--- config.mk ---
export PLATFORM = sky130hd
export DESIGN_NAME = dasr_ctrl
export DESIGN_NICKNAME = d
export VERILOG_FILES = /design/src/verilog/dasr_pkg.sv /design/src/verilog/dasr_ctrl.sv
export VERILOG_INCLUDE_DIRS = /design/src /design/src/verilog
export SDC_FILE = /design/constraint.sdc
export NUM_CORES = 1
export LEC_CHECK = 0
export ABC_AREA = 1
export BUFFER_PORTS_ARGS = -buffer_cell sky130_fd_sc_hd__clkbuf_2
export CORE_ASPECT_RATIO = 1.75
export CORE_MARGIN = 2
export CORE_UTILIZATION = 58
export DETAILED_ROUTE_END_ITERATION = 8
export PLACE_DENSITY = 0.86
export SYNTH_ARGS = -nofsm -noshare
export SYNTH_HDL_FRONTEND = slang
export SYNTH_SLANG_ARGS = --single-unit
--- constraint.sdc ---
create_clock -name clock -period 3.45 [get_ports clock]
set_input_delay 0.69 -clock clock [delete_from_list [all_inputs] [get_ports clock]]
set_output_delay 0.69 -clock clock [all_outputs]
set_load 0.1 [all_outputs]
--- src/verilog/dasr_params.svh ---
// Constants of the dual converter readout and power control block.
// Assumes inclusion by bare name from the package and the top module.
`ifndef DASR_PARAMS_SVH
`define DASR_PARAMS_SVH

// Clock rate of the block clock
`define DASR_CLK_MHZ 250

// Serial clock falling-edge counts that steer the frame
`define DASR_CNT_W 6
`define DASR_CNT_PD_LO 6'h02
`define DASR_CNT_KEEP 6'h0a
`define DASR_CNT_TRACK 6'h0d
`define DASR_CNT_WORD 6'h10
`define DASR_CNT_END 6'h20
`define DASR_CNT_MAX 6'h3f

// Output word layout
`define DASR_RES_W 12
`define DASR_BIT_ZERO 15
`define DASR_BIT_RANGE 14
`define DASR_BIT_CHAN 13
`define DASR_BIT_CONV 12

// Power-up time from full power-down, in ns, and its cycle count
`define DASR_PWRUP_NS 1000
`define DASR_PWRUP_CYC ((`DASR_PWRUP_NS * `DASR_CLK_MHZ + 999) / 1000)
`define DASR_TMR_W 9

// Register byte offsets on APB
`define DASR_ADDR_W 8
`define DASR_OFS_CTRL 8'h00
`define DASR_OFS_STATUS 8'h04
`define DASR_OFS_LASTCNT 8'h08

// Control register fields and reset values
`define DASR_CTRL_RANGE 0
`define DASR_CTRL_CHAN 1
`define DASR_CTRL_RST 2'h0

// Status register fields
`define DASR_ST_MODE_LO 0
`define DASR_ST_MODE_HI 1
`define DASR_ST_FRAME 2
`define DASR_ST_HOLD 3
`define DASR_ST_VALID 4
`define DASR_ST_ANALOG 5
`define DASR_ST_REF 6

`endif

--- src/verilog/dasr_pkg.sv ---
// Types shared by the readout and power control block.
// Assumes the constants header sits beside it.
`include "dasr_params.svh"

package dasr_pkg;

    // Power state of the converter pair
    typedef enum logic [1:0] {
        DASR_NORMAL  = 2'h0,
        DASR_PARTIAL = 2'h1,
        DASR_FULL    = 2'h2,
        DASR_WAKING  = 2'h3
    } dasr_mode_e;

    typedef logic [`DASR_CNT_W-1:0] dasr_cnt_t;
    typedef logic [`DASR_RES_W-1:0] dasr_res_t;

endpackage

--- src/verilog/dasr_ctrl.sv ---
// Serial readout framing and power-mode control of a dual converter.
// Assumes select and serial clock arrive asynchronously from a host,
// results come from converter cores on the block clock, and an APB
// master reaches the control and status registers.
//
// Behaviour
// - Select fall samples, holds, drives outputs
// - One word takes sixteen serial clocks
// - Rise after ten: stay powered, abort
// - Select rise ends frame, tristates outputs
// - Further sixteen clocks give other word
// - Tristate on thirty-second falling edge
// - Normal, rise two-to-ten: partial power-down
// - Normal, rise before two: stay normal
// - Partial exit powers up over frame
// - Partial, rise before two: stay partial
// - Partial, rise two-to-ten: full power-down
// - No remaining clocks needed after rise
// - Full exit: dummy frame, then power-up wait
// - Track again after thirteenth falling edge
// - Select fall gives leading zero first
// - Last bit out on fifteenth fall
// - Bit fourteen shows the input range
// - Bit thirteen shows the input channel
// - Bit twelve shows the converter
//
// Our own choices: the placing of the registers and the APB register port.
`timescale 1ns/100ps
`include "dasr_params.svh"

module dasr_ctrl
    import dasr_pkg::*;
(
    // Clock, reset, enable
    input wire logic clock,
    input wire logic rst,
    input wire logic ce,
    // APB slave
    input wire logic psel,
    input wire logic penable,
    input wire logic pwrite,
    input wire logic [`DASR_ADDR_W-1:0] paddr,
    input wire logic [31:0] pwdata,
    output logic [31:0] prdata,
    output logic pready,
    output logic pslverr,
    // Host serial pins
    input wire logic conv_start_select_n,
    input wire logic serial_clock,
    output logic serial_out_a,
    output logic serial_out_a_oe,
    output logic serial_out_b,
    output logic serial_out_b_oe,
    // Converter cores
    input wire logic [`DASR_RES_W-1:0] conv_result_a,
    input wire logic [`DASR_RES_W-1:0] conv_result_b,
    output logic hold,
    output logic channel_select_flag,
    output logic range_double,
    output logic analog_power,
    output logic ref_power
);

    ////////////////////////////////////////////////////////////////////
    // Pin synchronisers and edge detection

    logic cs_s1_r, cs_s2_r, cs_s3_r;
    logic sck_s1_r, sck_s2_r, sck_s3_r;
    logic cs_fall, cs_rise, sck_fall, sck_rise;

    // Both pins idle high; the third stage only feeds edge detection
    always_ff @(posedge clock or posedge rst) begin
        if (rst) begin
            cs_s1_r <= 1'b1;
            cs_s2_r <= 1'b1;
            cs_s3_r <= 1'b1;
            sck_s1_r <= 1'b1;
            sck_s2_r <= 1'b1;
            sck_s3_r <= 1'b1;
        end else if (ce) begin
            cs_s1_r <= conv_start_select_n;
            cs_s2_r <= cs_s1_r;
            cs_s3_r <= cs_s2_r;
            sck_s1_r <= serial_clock;
            sck_s2_r <= sck_s1_r;
            sck_s3_r <= sck_s2_r;
        end
    end

    // Serial clock edges only count while select is low
    assign cs_fall = cs_s3_r & ~cs_s2_r;
    assign cs_rise = ~cs_s3_r & cs_s2_r;
    assign sck_fall = sck_s3_r & ~sck_s2_r & ~cs_s2_r & ~cs_fall;
    assign sck_rise = ~sck_s3_r & sck_s2_r & ~cs_s2_r;

    ////////////////////////////////////////////////////////////////////
    // Control register and captured results

    logic range_r, chan_r;
    dasr_res_t res_a_r, res_b_r;

    // Software steers range and channel; a write lands at the access edge
    always_ff @(posedge clock or posedge rst) begin
        if (rst) begin
            range_r <= 1'(`DASR_CTRL_RST >> `DASR_CTRL_RANGE);
            chan_r <= 1'(`DASR_CTRL_RST >> `DASR_CTRL_CHAN);
        end else if (ce && psel && penable && pready && pwrite &&
                     paddr == `DASR_OFS_CTRL) begin
            range_r <= pwdata[`DASR_CTRL_RANGE];
            chan_r <= pwdata[`DASR_CTRL_CHAN];
        end
    end

    // Results are taken at the sampling instant so the word is stable
    always_ff @(posedge clock or posedge rst) begin
        if (rst) begin
            res_a_r <= '0;
            res_b_r <= '0;
        end else if (ce && cs_fall) begin
            res_a_r <= conv_result_a;
            res_b_r <= conv_result_b;
        end
    end

    ////////////////////////////////////////////////////////////////////
    // Falling-edge counter

    dasr_cnt_t cnt_r, cnt_nxt;
    logic frame_r;

    // Cleared at select fall, saturates so idle-low select stays quiet
    always_comb begin
        cnt_nxt = cnt_r;
        if (cs_fall)
            cnt_nxt = '0;
        else if (sck_fall && cnt_r != `DASR_CNT_MAX)
            cnt_nxt = cnt_r + 6'h01;
    end

    always_ff @(posedge clock or posedge rst) begin
        if (rst)
            cnt_r <= '0;
        else if (ce)
            cnt_r <= cnt_nxt;
    end

    // Frame lives from select fall to select rise
    always_ff @(posedge clock or posedge rst) begin
        if (rst)
            frame_r <= 1'b0;
        else if (ce) begin
            if (cs_fall)
                frame_r <= 1'b1;
            else if (cs_rise)
                frame_r <= 1'b0;
        end
    end

    ////////////////////////////////////////////////////////////////////
    // Output words and serial shifting

    logic [15:0] word_a, word_b, cur_a, cur_b;
    logic [3:0] bit_idx;

    // Leading zero, range, channel, converter, then result MSB first
    always_comb begin
        word_a = '0;
        word_a[`DASR_BIT_ZERO] = 1'b0;
        word_a[`DASR_BIT_RANGE] = range_r;
        word_a[`DASR_BIT_CHAN] = chan_r;
        word_a[`DASR_BIT_CONV] = 1'b0;
        word_a[`DASR_RES_W-1:0] = res_a_r;
        word_b = word_a;
        word_b[`DASR_BIT_CONV] = 1'b1;
        word_b[`DASR_RES_W-1:0] = res_b_r;
    end

    // Second word of a chained read comes from the other converter
    assign cur_a = cnt_nxt[4] ? word_b : word_a;
    assign cur_b = cnt_nxt[4] ? word_a : word_b;
    // Bit shown after n falls is bit 15 - n, so bit 0 after the 15th
    assign bit_idx = ~cnt_nxt[3:0];

    // Select rise wins over a coincident serial clock edge
    always_ff @(posedge clock or posedge rst) begin
        if (rst) begin
            serial_out_a <= 1'b0;
            serial_out_b <= 1'b0;
            serial_out_a_oe <= 1'b0;
            serial_out_b_oe <= 1'b0;
        end else if (ce) begin
            if (cs_rise) begin
                serial_out_a_oe <= 1'b0;
                serial_out_b_oe <= 1'b0;
            end else if (cs_fall) begin
                serial_out_a <= 1'b0;
                serial_out_b <= 1'b0;
                serial_out_a_oe <= 1'b1;
                serial_out_b_oe <= 1'b1;
            end else if (sck_fall && frame_r) begin
                if (cnt_nxt >= `DASR_CNT_END) begin
                    serial_out_a_oe <= 1'b0;
                    serial_out_b_oe <= 1'b0;
                end else begin
                    serial_out_a <= cur_a[bit_idx];
                    serial_out_b <= cur_b[bit_idx];
                end
            end
        end
    end

    ////////////////////////////////////////////////////////////////////
    // Track and hold

    // Hold from the sampling edge until the rise after the 13th fall
    always_ff @(posedge clock or posedge rst) begin
        if (rst)
            hold <= 1'b0;
        else if (ce) begin
            if (cs_fall)
                hold <= 1'b1;
            else if (cs_rise)
                hold <= 1'b0;
            else if (sck_rise && cnt_r >= `DASR_CNT_TRACK)
                hold <= 1'b0;
        end
    end

    ////////////////////////////////////////////////////////////////////
    // Power mode machine

    dasr_mode_e mode_r, mode_nxt;
    logic [`DASR_TMR_W-1:0] tmr_r;
    logic tmr_done;

    assign tmr_done = tmr_r == `DASR_TMR_W'(`DASR_PWRUP_CYC - 1);

    // Power-down entry decided once at select rise; later serial clocks are not needed
    always_comb begin
        mode_nxt = mode_r;
        unique case (mode_r)
            DASR_NORMAL: begin
                if (cs_rise && cnt_r >= `DASR_CNT_PD_LO &&
                    cnt_r < `DASR_CNT_KEEP)
                    mode_nxt = DASR_PARTIAL;
                // Rise before the second fall is taken as a glitch
            end
            DASR_PARTIAL: begin
                if (cs_rise) begin
                    if (cnt_r >= `DASR_CNT_KEEP)
                        mode_nxt = DASR_NORMAL;
                    else if (cnt_r >= `DASR_CNT_PD_LO)
                        mode_nxt = DASR_FULL;
                    else
                        mode_nxt = DASR_PARTIAL;
                end else if (frame_r && cnt_r >= `DASR_CNT_WORD)
                    mode_nxt = DASR_NORMAL;
            end
            DASR_FULL: begin
                if (cs_rise && cnt_r >= `DASR_CNT_KEEP)
                    mode_nxt = DASR_WAKING;
            end
            DASR_WAKING: begin
                if (tmr_done)
                    mode_nxt = DASR_NORMAL;
            end
        endcase
    end

    always_ff @(posedge clock or posedge rst) begin
        if (rst)
            mode_r <= DASR_NORMAL;
        else if (ce)
            mode_r <= mode_nxt;
    end

    // Power-up timer runs only while waking from full power-down
    always_ff @(posedge clock or posedge rst) begin
        if (rst)
            tmr_r <= '0;
        else if (ce) begin
            if (mode_r != DASR_WAKING || tmr_done)
                tmr_r <= '0;
            else
                tmr_r <= tmr_r + `DASR_TMR_W'(1);
        end
    end

    // Power enables; a dummy frame starts power-up at select fall
    always_ff @(posedge clock or posedge rst) begin
        if (rst) begin
            analog_power <= 1'b1;
            ref_power <= 1'b1;
        end else if (ce) begin
            analog_power <= mode_nxt == DASR_NORMAL ||
                            mode_nxt == DASR_WAKING ||
                            (~cs_s2_r && ~cs_rise);
            ref_power <= mode_nxt != DASR_FULL ||
                         (~cs_s2_r && ~cs_rise);
        end
    end

    ////////////////////////////////////////////////////////////////////
    // Frame bookkeeping seen by software

    logic frame_valid_r, last_valid_r;
    dasr_cnt_t last_cnt_r;

    // A frame only yields real data if it began fully powered
    always_ff @(posedge clock or posedge rst) begin
        if (rst) begin
            frame_valid_r <= 1'b0;
            last_valid_r <= 1'b0;
            last_cnt_r <= '0;
        end else if (ce) begin
            if (cs_fall)
                frame_valid_r <= mode_r == DASR_NORMAL;
            if (cs_rise) begin
                last_cnt_r <= cnt_r;
                last_valid_r <= frame_valid_r &&
                                cnt_r >= `DASR_CNT_WORD;
            end
        end
    end

    // Range and channel go to the cores from flops
    always_ff @(posedge clock or posedge rst) begin
        if (rst) begin
            range_double <= 1'b0;
            channel_select_flag <= 1'b0;
        end else if (ce) begin
            range_double <= range_r;
            channel_select_flag <= chan_r;
        end
    end

    ////////////////////////////////////////////////////////////////////
    // APB slave: zero wait states, error on unmapped offsets

    logic [31:0] rdata_nxt;
    logic hit;

    always_comb begin
        rdata_nxt = '0;
        hit = 1'b1;
        unique case (paddr)
            `DASR_OFS_CTRL: begin
                rdata_nxt[`DASR_CTRL_RANGE] = range_r;
                rdata_nxt[`DASR_CTRL_CHAN] = chan_r;
            end
            `DASR_OFS_STATUS: begin
                rdata_nxt[`DASR_ST_MODE_HI:`DASR_ST_MODE_LO] = mode_r;
                rdata_nxt[`DASR_ST_FRAME] = frame_r;
                rdata_nxt[`DASR_ST_HOLD] = hold;
                rdata_nxt[`DASR_ST_VALID] = last_valid_r;
                rdata_nxt[`DASR_ST_ANALOG] = analog_power;
                rdata_nxt[`DASR_ST_REF] = ref_power;
            end
            `DASR_OFS_LASTCNT:
                rdata_nxt[`DASR_CNT_W-1:0] = last_cnt_r;
            default:
                hit = 1'b0;
        endcase
    end

    // Answer is prepared in the setup cycle and shown in the access one
    always_ff @(posedge clock or posedge rst) begin
        if (rst) begin
            prdata <= '0;
            pready <= 1'b0;
            pslverr <= 1'b0;
        end else if (ce) begin
            pready <= psel && !penable;
            pslverr <= psel && !penable && !hit;
            if (psel && !penable && !pwrite)
                prdata <= rdata_nxt;
        end
    end

endmodule

# ---- Yosys cells after proc, flatten, opt, wreduce, memory -nomap -nowiden
# Cells that the tools add are included.
dict set report word_totals {
  ff_bits 75
  latch_bits 0
  ram_bits 0
  rom_bits 0
  out_inout_bits 43
  wordCells 139
  mem_count 0
}
dict set report op_classes {
  addsub 2
  mul 0
  div 0
  n_lt_le_gt_ge 7
  n_eq_ne 11
  shift 0
  muxes 36
  n_bitwise 14
  reduce_logical 41
}
# operator count
set op_table {}
lappend op_table {{13-bit two-way mux} 2}
lappend op_table {{1-bit two-way mux} 19}
lappend op_table {{1-bit logical AND} 18}
lappend op_table {{2-bit two-way mux} 7}
lappend op_table {{6-bit by 4-bit greater-or-equal comparator with 1-bit output, second input constant} 2}
lappend op_table {{6-bit two-way mux} 2}
lappend op_table {{2-bit AND reduction} 5}
lappend op_table {{9-bit by 1-bit adder with 9-bit output, second input constant} 1}
lappend op_table {{9-bit by 8-bit == test with 1-bit output, second input constant} 1}
lappend op_table {{9-bit two-way mux} 1}
lappend op_table {{3-bit nonzero test} 3}
lappend op_table {{1-bit binary-select mux with 4-bit select} 2}
lappend op_table {{8-bit by 3-bit == test with 1-bit output, second input constant} 1}
lappend op_table {{8-bit by 4-bit == test with 1-bit output, second input constant} 1}
lappend op_table {{8-bit zero test} 1}
lappend op_table {{2-bit one-hot mux with 4 select lines} 1}
lappend op_table {{4-bit one-hot mux with 2 select lines} 1}
lappend op_table {{1-bit bitwise AND} 7}
lappend op_table {{6-bit by 1-bit adder with 6-bit output, second input constant} 1}
lappend op_table {{2-bit == test, second input constant} 3}
lappend op_table {{6-bit by 2-bit greater-or-equal comparator with 1-bit output, second input constant} 1}
lappend op_table {{6-bit by 5-bit greater-or-equal comparator with 1-bit output, second input constant} 1}
lappend op_table {{6-bit greater-or-equal comparator, second input constant} 1}
lappend op_table {{6-bit by 4-bit < comparator with 1-bit output, second input constant} 1}
lappend op_table {{other kinds (14)} 28}

# ---- Logic depth before layout (Yosys ltp)
# Gate-level depths: netlist of run 1.
dict set report logic_depth {
  ltp_word 13
  ltp_mapped 19
  depth_no_buf 17
}

# ---- Least setup slack after synthesis of run 1
# OpenSTA, ideal clock, no wires.
dict set report synth_timing {
  kind {reg2reg}
  from {register cs_s2_r}
  to {register serial_out_a}
  arrival_time_ns 2.123
  path_slack_ns 1.207
  path_stages_with_launch 19
  n_path_buf 2
  synth_period_minus_slack_ns 2.243
  path_cell_list {dfstp_2 -> inv_1 -> ha_1 -> buf_6 -> clkinv_4 -> nand2_4 -> nor2_8 -> nand2_2 -> nand2_4 -> nand3_2 -> buf_6 -> nor2_8 -> nand2_1 -> nand3_1 -> nand2_1 -> nand3_1 -> nand3_1 -> nand2_1 -> nand2_1}
}
dict set report synth_between {
  elab_chain_cells 13
}
# element line_no
set synth_lines {}
lappend synth_lines {{from (decl)} dasr_ctrl.sv:67} ;# logic cs_s1_r, cs_s2_r, cs_s3_r;
lappend synth_lines {{from (signal assigned)} dasr_ctrl.sv:82} ;# cs_s2_r <= cs_s1_r;
lappend synth_lines {{1-bit inverter (*)} dasr_ctrl.sv:91} ;# assign cs_fall = cs_s3_r & ~cs_s2_r;
lappend synth_lines {{1-bit bitwise AND (*)} dasr_ctrl.sv:91}
lappend synth_lines {{via cs_fall} dasr_ctrl.sv:69} ;# logic cs_fall, cs_rise, sck_fall, sck_rise;
lappend synth_lines {{1-bit inverter} dasr_ctrl.sv:93} ;# assign sck_fall = sck_s3_r & ~sck_s2_r & ~cs_s2_r & ~cs_fall;
lappend synth_lines {{1-bit bitwise AND} dasr_ctrl.sv:93}
lappend synth_lines {{1-bit logical AND (no line)} --}
lappend synth_lines {{6-bit two-way mux} dasr_ctrl.sv:136} ;# else if (sck_fall && cnt_r != `DASR_CNT_MAX)
lappend synth_lines {{6-bit two-way mux} dasr_ctrl.sv:134} ;# if (cs_fall)
lappend synth_lines {{13-bit two-way mux / 4-bit inverter (equally long branches)} {dasr_ctrl.sv:179, dasr_ctrl.sv:182}}
lappend synth_lines {{1-bit binary-select mux with 4-bit select} dasr_ctrl.sv:205} ;# serial_out_a <= cur_a[bit_idx];
lappend synth_lines {{1-bit two-way mux (implied by the code)} dasr_ctrl.sv:205}
lappend synth_lines {{1-bit two-way mux} dasr_ctrl.sv:201} ;# if (cnt_nxt >= `DASR_CNT_END) begin
lappend synth_lines {{1-bit two-way mux} dasr_ctrl.sv:200} ;# end else if (sck_fall && frame_r) begin
lappend synth_lines {{1-bit two-way mux} dasr_ctrl.sv:195} ;# end else if (cs_fall) begin
lappend synth_lines {{to (signal assigned)} dasr_ctrl.sv:205}
lappend synth_lines {{to (decl)} dasr_ctrl.sv:50} ;# output logic serial_out_a,
# The timed path passes the listed nets; every way through them passes the cells marked *. The select of a mux whose other input is x is not followed.
# A chain may end at the register's enable or synchronous reset.

# ---- Worst setup path in the final report of run 1
dict set report layout_timing {
  from {register cs_s2_r}
  to {register serial_out_b}
}
dict set report layout_between {
  elab_chain_cells 13
}
# element line_no
set layout_lines {}
lappend layout_lines {{1-bit inverter (*)} dasr_ctrl.sv:91}
lappend layout_lines {{1-bit bitwise AND (*)} dasr_ctrl.sv:91}
lappend layout_lines {{via cs_fall} dasr_ctrl.sv:69}
lappend layout_lines {{1-bit inverter} dasr_ctrl.sv:93}
lappend layout_lines {{1-bit bitwise AND} dasr_ctrl.sv:93}
lappend layout_lines {{1-bit logical AND (no line)} --}
lappend layout_lines {{6-bit two-way mux} dasr_ctrl.sv:136}
lappend layout_lines {{6-bit two-way mux} dasr_ctrl.sv:134}
lappend layout_lines {{13-bit two-way mux / 4-bit inverter (equally long branches)} {dasr_ctrl.sv:180, dasr_ctrl.sv:182}}
lappend layout_lines {{1-bit binary-select mux with 4-bit select} dasr_ctrl.sv:206} ;# serial_out_b <= cur_b[bit_idx];
lappend layout_lines {{1-bit two-way mux (implied by the code)} dasr_ctrl.sv:206}
lappend layout_lines {{1-bit two-way mux} dasr_ctrl.sv:201}
lappend layout_lines {{1-bit two-way mux} dasr_ctrl.sv:200}
lappend layout_lines {{1-bit two-way mux} dasr_ctrl.sv:195}
lappend layout_lines {{to (signal assigned)} dasr_ctrl.sv:206}
lappend layout_lines {{to (decl)} dasr_ctrl.sv:52} ;# output logic serial_out_b,
# Marks and branches as above.

==> metrics, run 1 <==
Mapped Avg Cell Area=between 7 and 8 um2; crit start category=flop; Gate Count Post-Synth=581; CTS Buf Count=9; Synth area leaders=dfrtp_1 38%, nand2_1 15%, nand3_1 5.8%; input/output buffers=59; total power of the final layout=around 3.2 mW; CP Capture Type=flop; DRC viols=0; highest cell delay on the worst timing path=~560 ps; antenna-violating nets left=0; Min Clock Period, post-route=between 2000 and 3000 ps; Fin. Hold Viols=0; FF-to-FF Start=cs_s2_r; Die H=119.5 um; post-placement setup slack=between 500 and 600 ps; nets=716; vias in the first global route=roughly 3900; via count=3982; Clock Pin Slew Worst Setup and Hold Paths=60 ps; final-report setup violation count=0; Worst-Margin Slew=777.0 ps; Remaining Overflow, GRT=0; most used cell, CP=nand2_1; Yosys reg bits=75; post-synth top area share=between 30 and 40%; total track usage=25.85%; commonest non-fill, non-tap cell in the layout=nand2_1; commonest cells after routing, fill and taps aside=175 x nand2_1, 67 x dfrtp_1, 59 x clkbuf_2; setup total negative slack=0 ps; H-tree levels=3; pin count of the biggest net entering global routing=65; Post-CTS Setup Inserts=0; core box area=0.007462 mm2; global-route wire length before repair=17.17 mm; Crit path arrival time=3120 ps; Worst-Skew Late Latency=roughly 340 ps; Pre-antenna DRT Iters=8; design area=0.004984 mm2; HPWL Detailed=7.275 mm; Fmax achieved=345.6 MHz; outcome=completed; VDD IR-drop max=0.3434 mV; Crit-path slowest cell=dfstp_2; max-slew violation count=0; Max clock buf depth=2; Worst Hold Slack=259.3 ps; Max Cap Viol=0; global placer's final weighted congestion=between 0.8 and 0.9; Rows=42; vias per inst=approximately 5.5; path type of the worst setup path=reg -> reg; Static Leak=around 2.5 nW; final wirelength=10.08 mm; Mapped Area=0.004420 mm2; Diodes inserted=0; Seq/Total Area, Yosys=42.68%; share of cells above drive strength 1=approximately 17%; area of the die=0.008364 mm2; CTS Sinks=75; # IOs=about 120; HP Class=in -> async; CTS tree=done; worst path cell trace=inv_1 > ha_1 > clkinv_4 > nand2_4 > nor2_8 > nand2_2 > nand2_4 > nand3_2 > buf_4 > o21ai_1 > nand2_1 > a21oi_1 > nand2_1 > nand3_1 > nand2_1; initial antenna violation count=0; Final WS setup=556.3 ps; DRT iter0 DRCs=267; Area Overhead vs Synth=12.74%; CP startpoint=cs_s2_r; Die X=70.00 um; worst path required time=3680 ps; Resized Gates After CTS=0; post-synth top area cell=dfrtp_1; crit-path max FO=23; Root Driver=clkbuf_16; Avg WL per Cell=13.87 um; final worst path period share=83.88%; pwr dens=~640 mW/mm2; RSZ-0062 raised after global routing=no; clk_skew=5.819 ps; Starting Density=about three fifths; hold_buf cts=0; Placed Area=roughly 0.0047 mm2; Distinct cells, synth=41; synth warn=0; Slew HR=48.20%
-- cell type report --
class / instances / area, um2
timing repair buffer: 65 / 340.3
clock inverter: 6 / 88.84
tap: 88 / 110.1
clock buffer: 10 / 239.0
fill: 646 / 2479
multi-input combinational: 426 / 2100
sequential: 75 / 1887
inverter: 57 / 219.0
-- synth_stat cells, drive strengths merged --
cell     instances
a21oi           15
a221oi           1
a31oi            2
a41oi            1
buf             34
clkbuf          13
clkinv           2
conb             1
dfrtp           67
dfstp            8
ha              10
inv             55
nand2          182
nand3           56
nand4           19
nor2            40
nor3             6
nor3b            2
nor4             1
o211a            1
o211ai           5
o21ai           50
o22ai            1
o2bb2ai          1
o31ai            1
o41ai            1
or2              2
xnor2            1
xor2             3
-- power by group --
part	switching [mW]	total, mW	leakage, nW	internal, mW
Clock	0.362	1.01	0.155	0.652
Combinational	0.795	1.02	1.43	0.223
Sequential	0.0945	1.13	0.947	1.04
-- state kept, by name, indices dropped and copies added, names as in the netlist, 2 cells and up --
signal      flops
res_a_r        12
mode_r          2
prdata          7
res_b_r        12
tmr_r           9
last_cnt_r      6
cnt_r           6
-- routing by layer --
layer / routed length, um / GRT usage (%)
met1: 3586 / 27.53
met2: 5445 / 45.30
met3: 531 / 5.626
met4: 516 / 16.71
met5: 0 / 0
-- metrics by stage --
stage	cells	util (%)
detailed placement	711	62.39
global placement	711	62.39
CTS	727	66.78
finish	727	66.78
floorplan	605	-
global route	727	66.78
-- critical path: cells and delay by family, from the launching register on --
kind	cells	cell delay, ps
adders and majority gates	1	350
DFF	1	560
AOI/OAI and AO/OA	2	300
and+or+nand+nor	9	1030
buffers and inverters	3	550
-- kinds of logic after synthesis --
group / synth area share, %
adders and majority gates: 2.830
DFF: 42.68
buffers and inverters: 11.86
other: 0.08483
AOI/OAI and AO/OA: 9.822
xor gates and xnor gates: 0.7927
and+or+nand+nor: 31.93
-- path summary, 6_finish.rpt --
path                                end  slack (ps)  depth (start not counted)
max                        serial_out_b         560                         15
min                            tmr_r[6]         260                          2
max reg2reg                serial_out_b         560                         15
min reg2reg                     cs_s1_r         470                          2
max in group asynchronous  range_double        2150                          3
min in group clock              cs_s1_r         470                          2
(Power assumes the default switching activity.)
==> inputs of run 2 (changes only) <==
--- a/config.mk
+++ b/config.mk
@@ -10,9 +10,9 @@
 export BUFFER_PORTS_ARGS = -buffer_cell sky130_fd_sc_hd__clkbuf_2
 export CORE_ASPECT_RATIO = 1.75
 export CORE_MARGIN = 2
-export CORE_UTILIZATION = 58
+export CORE_UTILIZATION = 48
 export DETAILED_ROUTE_END_ITERATION = 8
-export PLACE_DENSITY = 0.86
+export PLACE_DENSITY = 0.76
 export SYNTH_ARGS = -nofsm -noshare
 export SYNTH_HDL_FRONTEND = slang
 export SYNTH_SLANG_ARGS = --single-unit
==> constraint.sdc (replaced) <==
create_clock -name clock -period 2.4 [get_ports clock]
set_input_delay 0.48 -clock clock [delete_from_list [all_inputs] [get_ports clock]]
set_output_delay 0.48 -clock clock [all_outputs]
set_load 0.1 [all_outputs]
==> run 2 against run 1 <==
  * Maximum frequency up 26%
  * Setup slack worse by 450 ps
  * Core utilization fell by 8.0 points
  * Global-route usage shrank 3.9 points
  * Worst hold slack worse by 71 ps
  * Critical path type unchanged
  * Critical endpoint is now serial_out_a
==> metrics, run 2 (synthesized netlist as in run 1, its figures left out) <==
global-route wire length before repair=17.21 mm (+0.24%); final worst path period share=95.51% (+12 points); DRT iter0 DRCs=193 (-28%); CTS Sinks=75 (unchanged); outcome=completed; commonest non-fill, non-tap cell in the layout=nand2_1; Worst Hold Slack=188.6 ps (-70.75 ps); Static Leak=2.692 nW (+6.4%); Die H=131.0 um (+9.6%); RR Endpoint=serial_out_a; # fillers=847 (+31%); share of cells above drive strength 1=21.06% (+4.0 points); vias per inst=5.132 (-6.3%); pwr dens=868.1 mW/mm2 (+37%); input/output buffers=59 (unchanged); end of the critical path=serial_out_a; vias in the first global route=3809 (-1.7%); Die X=76.55 um (+9.4%); Max clock buf depth=2 (unchanged); Max Cap Viol=0 (unchanged); Fin. Hold Viols=0 (unchanged); Worst-Skew Late Latency=340 ps (about the same); total power of the final layout=4.614 mW (+46%); CTS Buf Count=9 (unchanged); flop-to-flop setup slack=110 ps (-450 ps); Worst-Margin Slew=548.1 ps (-229.0 ps); CP startpoint=cs_s2_r; H-tree levels=3 (unchanged); global placer's final weighted congestion=0.8749 (-0.38%); Pre-antenna DRT Iters=5 (-3); Diodes inserted=0 (unchanged); hold_buf cts=0 (unchanged); Clock Pin Slew Worst Setup and Hold Paths=60 ps (about the same); Min Clock Period, post-route=2292 ps (-601.6 ps); CTS tree=done; Placed Area=0.004873 mm2 (+4.7%); Slew HR=63.62% (+15 points); Final Core Density=58.82% (-8.0 points); final-report setup violation count=0 (unchanged); via count=4003 (+0.53%); highest cell delay on the worst timing path=550 ps (about the same); Final Non-Filler Cells=780 (+7.3%); design area=0.005315 mm2 (+6.7%); VDD IR-drop max=0.4373 mV (+27%); antenna-violating nets left=0 (unchanged); Area Overhead vs Synth=20.24%; pin count of the biggest net entering global routing=76 (+17%); clk_skew=5.673 ps (-0.1461 ps); most used cell, CP=nand2_1; Crit-path slowest cell=dfstp_2; # placed instances=760 (+6.9%); worst path cell trace=inv_2 > ha_4 > clkinv_4 > nand2_4 > nor2_8 > nand2_2 > buf_4 > o21ai_1 > nand2_1 > nor2_2 > a21oi_1 > a21oi_1 > a21oi_2 > nand2_1 > nand2_1; HPWL Detailed=7.824 mm (+7.6%); worst path required time=2630 ps (-1050 ps); DRC viols=0 (unchanged); Avg WL per Cell=13.91 um (+0.34%); nets=737 (+2.9%); Rows=46 (+9.5%); final wirelength=10.85 mm (+7.7%); Remaining Overflow, GRT=0 (unchanged); Crit path arrival time=2520 ps (-600 ps); commonest cells after routing, fill and taps aside=174 x nand2_1, 67 x dfrtp_1, 59 x clkbuf_2; area of the die=0.01002 mm2 (+20%); CP Capture Type=flop; Top Registers=res_a_r (12), res_b_r (12), tmr_r (9); core box area=0.009036 mm2 (+21%); initial antenna violation count=0 (unchanged); HP Class=in -> async; worst reg-to-reg path cell count=15 (unchanged); Root Driver=clkbuf_16; # IOs=115 (unchanged); crit start category=flop; Starting Density=48.92% (-10 points); max-slew violation count=0 (unchanged); Fmax achieved=436.3 MHz (+26%); total track usage=21.98% (-3.9 points); path type of the worst setup path=reg -> reg; FF-to-FF Start=cs_s2_r; crit-path max FO=5 (-78%)
==> run 2: cell types whose count changed in the layout (fill, tap and decap cells not counted), moves of 2 or more <==
cell	previous run	this run
nand3_1	51	48
nand3_4	2	4
nor2_1	36	34
nor2_2	0	2
buf_12	0	4
buf_4	6	20
clkbuf_8	1	3
clkbuf_16	9	11
==> run 2: through the flow <==
stage	setup WS [ps]	TNS [ps]
final	107.9	0
after global routing	-57.11	-58.07
after CTS	22.56	0
after detailed placement	-0.7736	-0.7736
after global placement	24.08	0
after floorplan	23.26	0
==> run 2: layer usage <==
metal	global-route usage (%)	vias to the layer above	routed length [um]
met4	13.69	0	477
met5	0	-	0
met2	42.74	121	5986
met3	3.709	28	449
met1	21.48	1860	3939
li1	-	1994	-
==> run 2: final cells by class <==
cell class | count | area (um2) | share of cell area (%)
Inverter | 57 | 219.0 | 4.120
Clock inverter | 4 | 47.55 | 0.8945
Timing Repair Buffer | 86 | 586.8 | 11.04
Sequential cell | 75 | 1887 | 35.50
Tap cell | 120 | 150.1 | 2.825
Multi-Input combinational cell | 426 | 2158 | 40.61
Clock buffer | 12 | 266.5 | 5.014
==> run 2: timing repair <==
action,4_1_cts,5_1_grt
buffers inserted,0,2
cloned,0,2
gates resized for setup,1,14
endpoints found under the setup margin,2,2
pin swaps,0,5
==> run 2: critical path, delay by kind of cell, from the launching register on <==
| family | cells | cell delay [ps] |
|---|---|---|
| flip-flops | 1 | 550 |
| AO/OA/AOI/OAI | 4 | 490 |
| AND/OR/NAND/NOR | 7 | 730 |
| adder cells (fa/ha/maj) | 1 | 180 |
| buffers and inverters | 3 | 250 |
==> run 2: where the power goes <==
group | total [mW] | internal [mW] | leakage, nW | switching (mW)
clock | 1.41 | 0.886 | 0.155 | 0.522
combinational | 1.58 | 0.393 | 1.59 | 1.19
sequential | 1.63 | 1.50 | 0.947 | 0.130
total | 4.61 | 2.77 | 2.69 | 1.84
==> run 2: worst min path at each step <==
| stage | startpoint | to | slack, ps | depth (start not counted) |
|---|---|---|---|---|
| after global routing | rst | tmr_r[3] | 230 | 3 |
| final | rst | tmr_r[3] | 190 | 3 |
| after global placement | cs_s1_r | cs_s1_r | 450 | 2 |
| after detailed placement | cs_s1_r | cs_s1_r | 450 | 2 |
| after CTS | rst | tmr_r[8] | 220 | 3 |
| after floorplan | cs_s1_r | cs_s1_r | 440 | 2 |
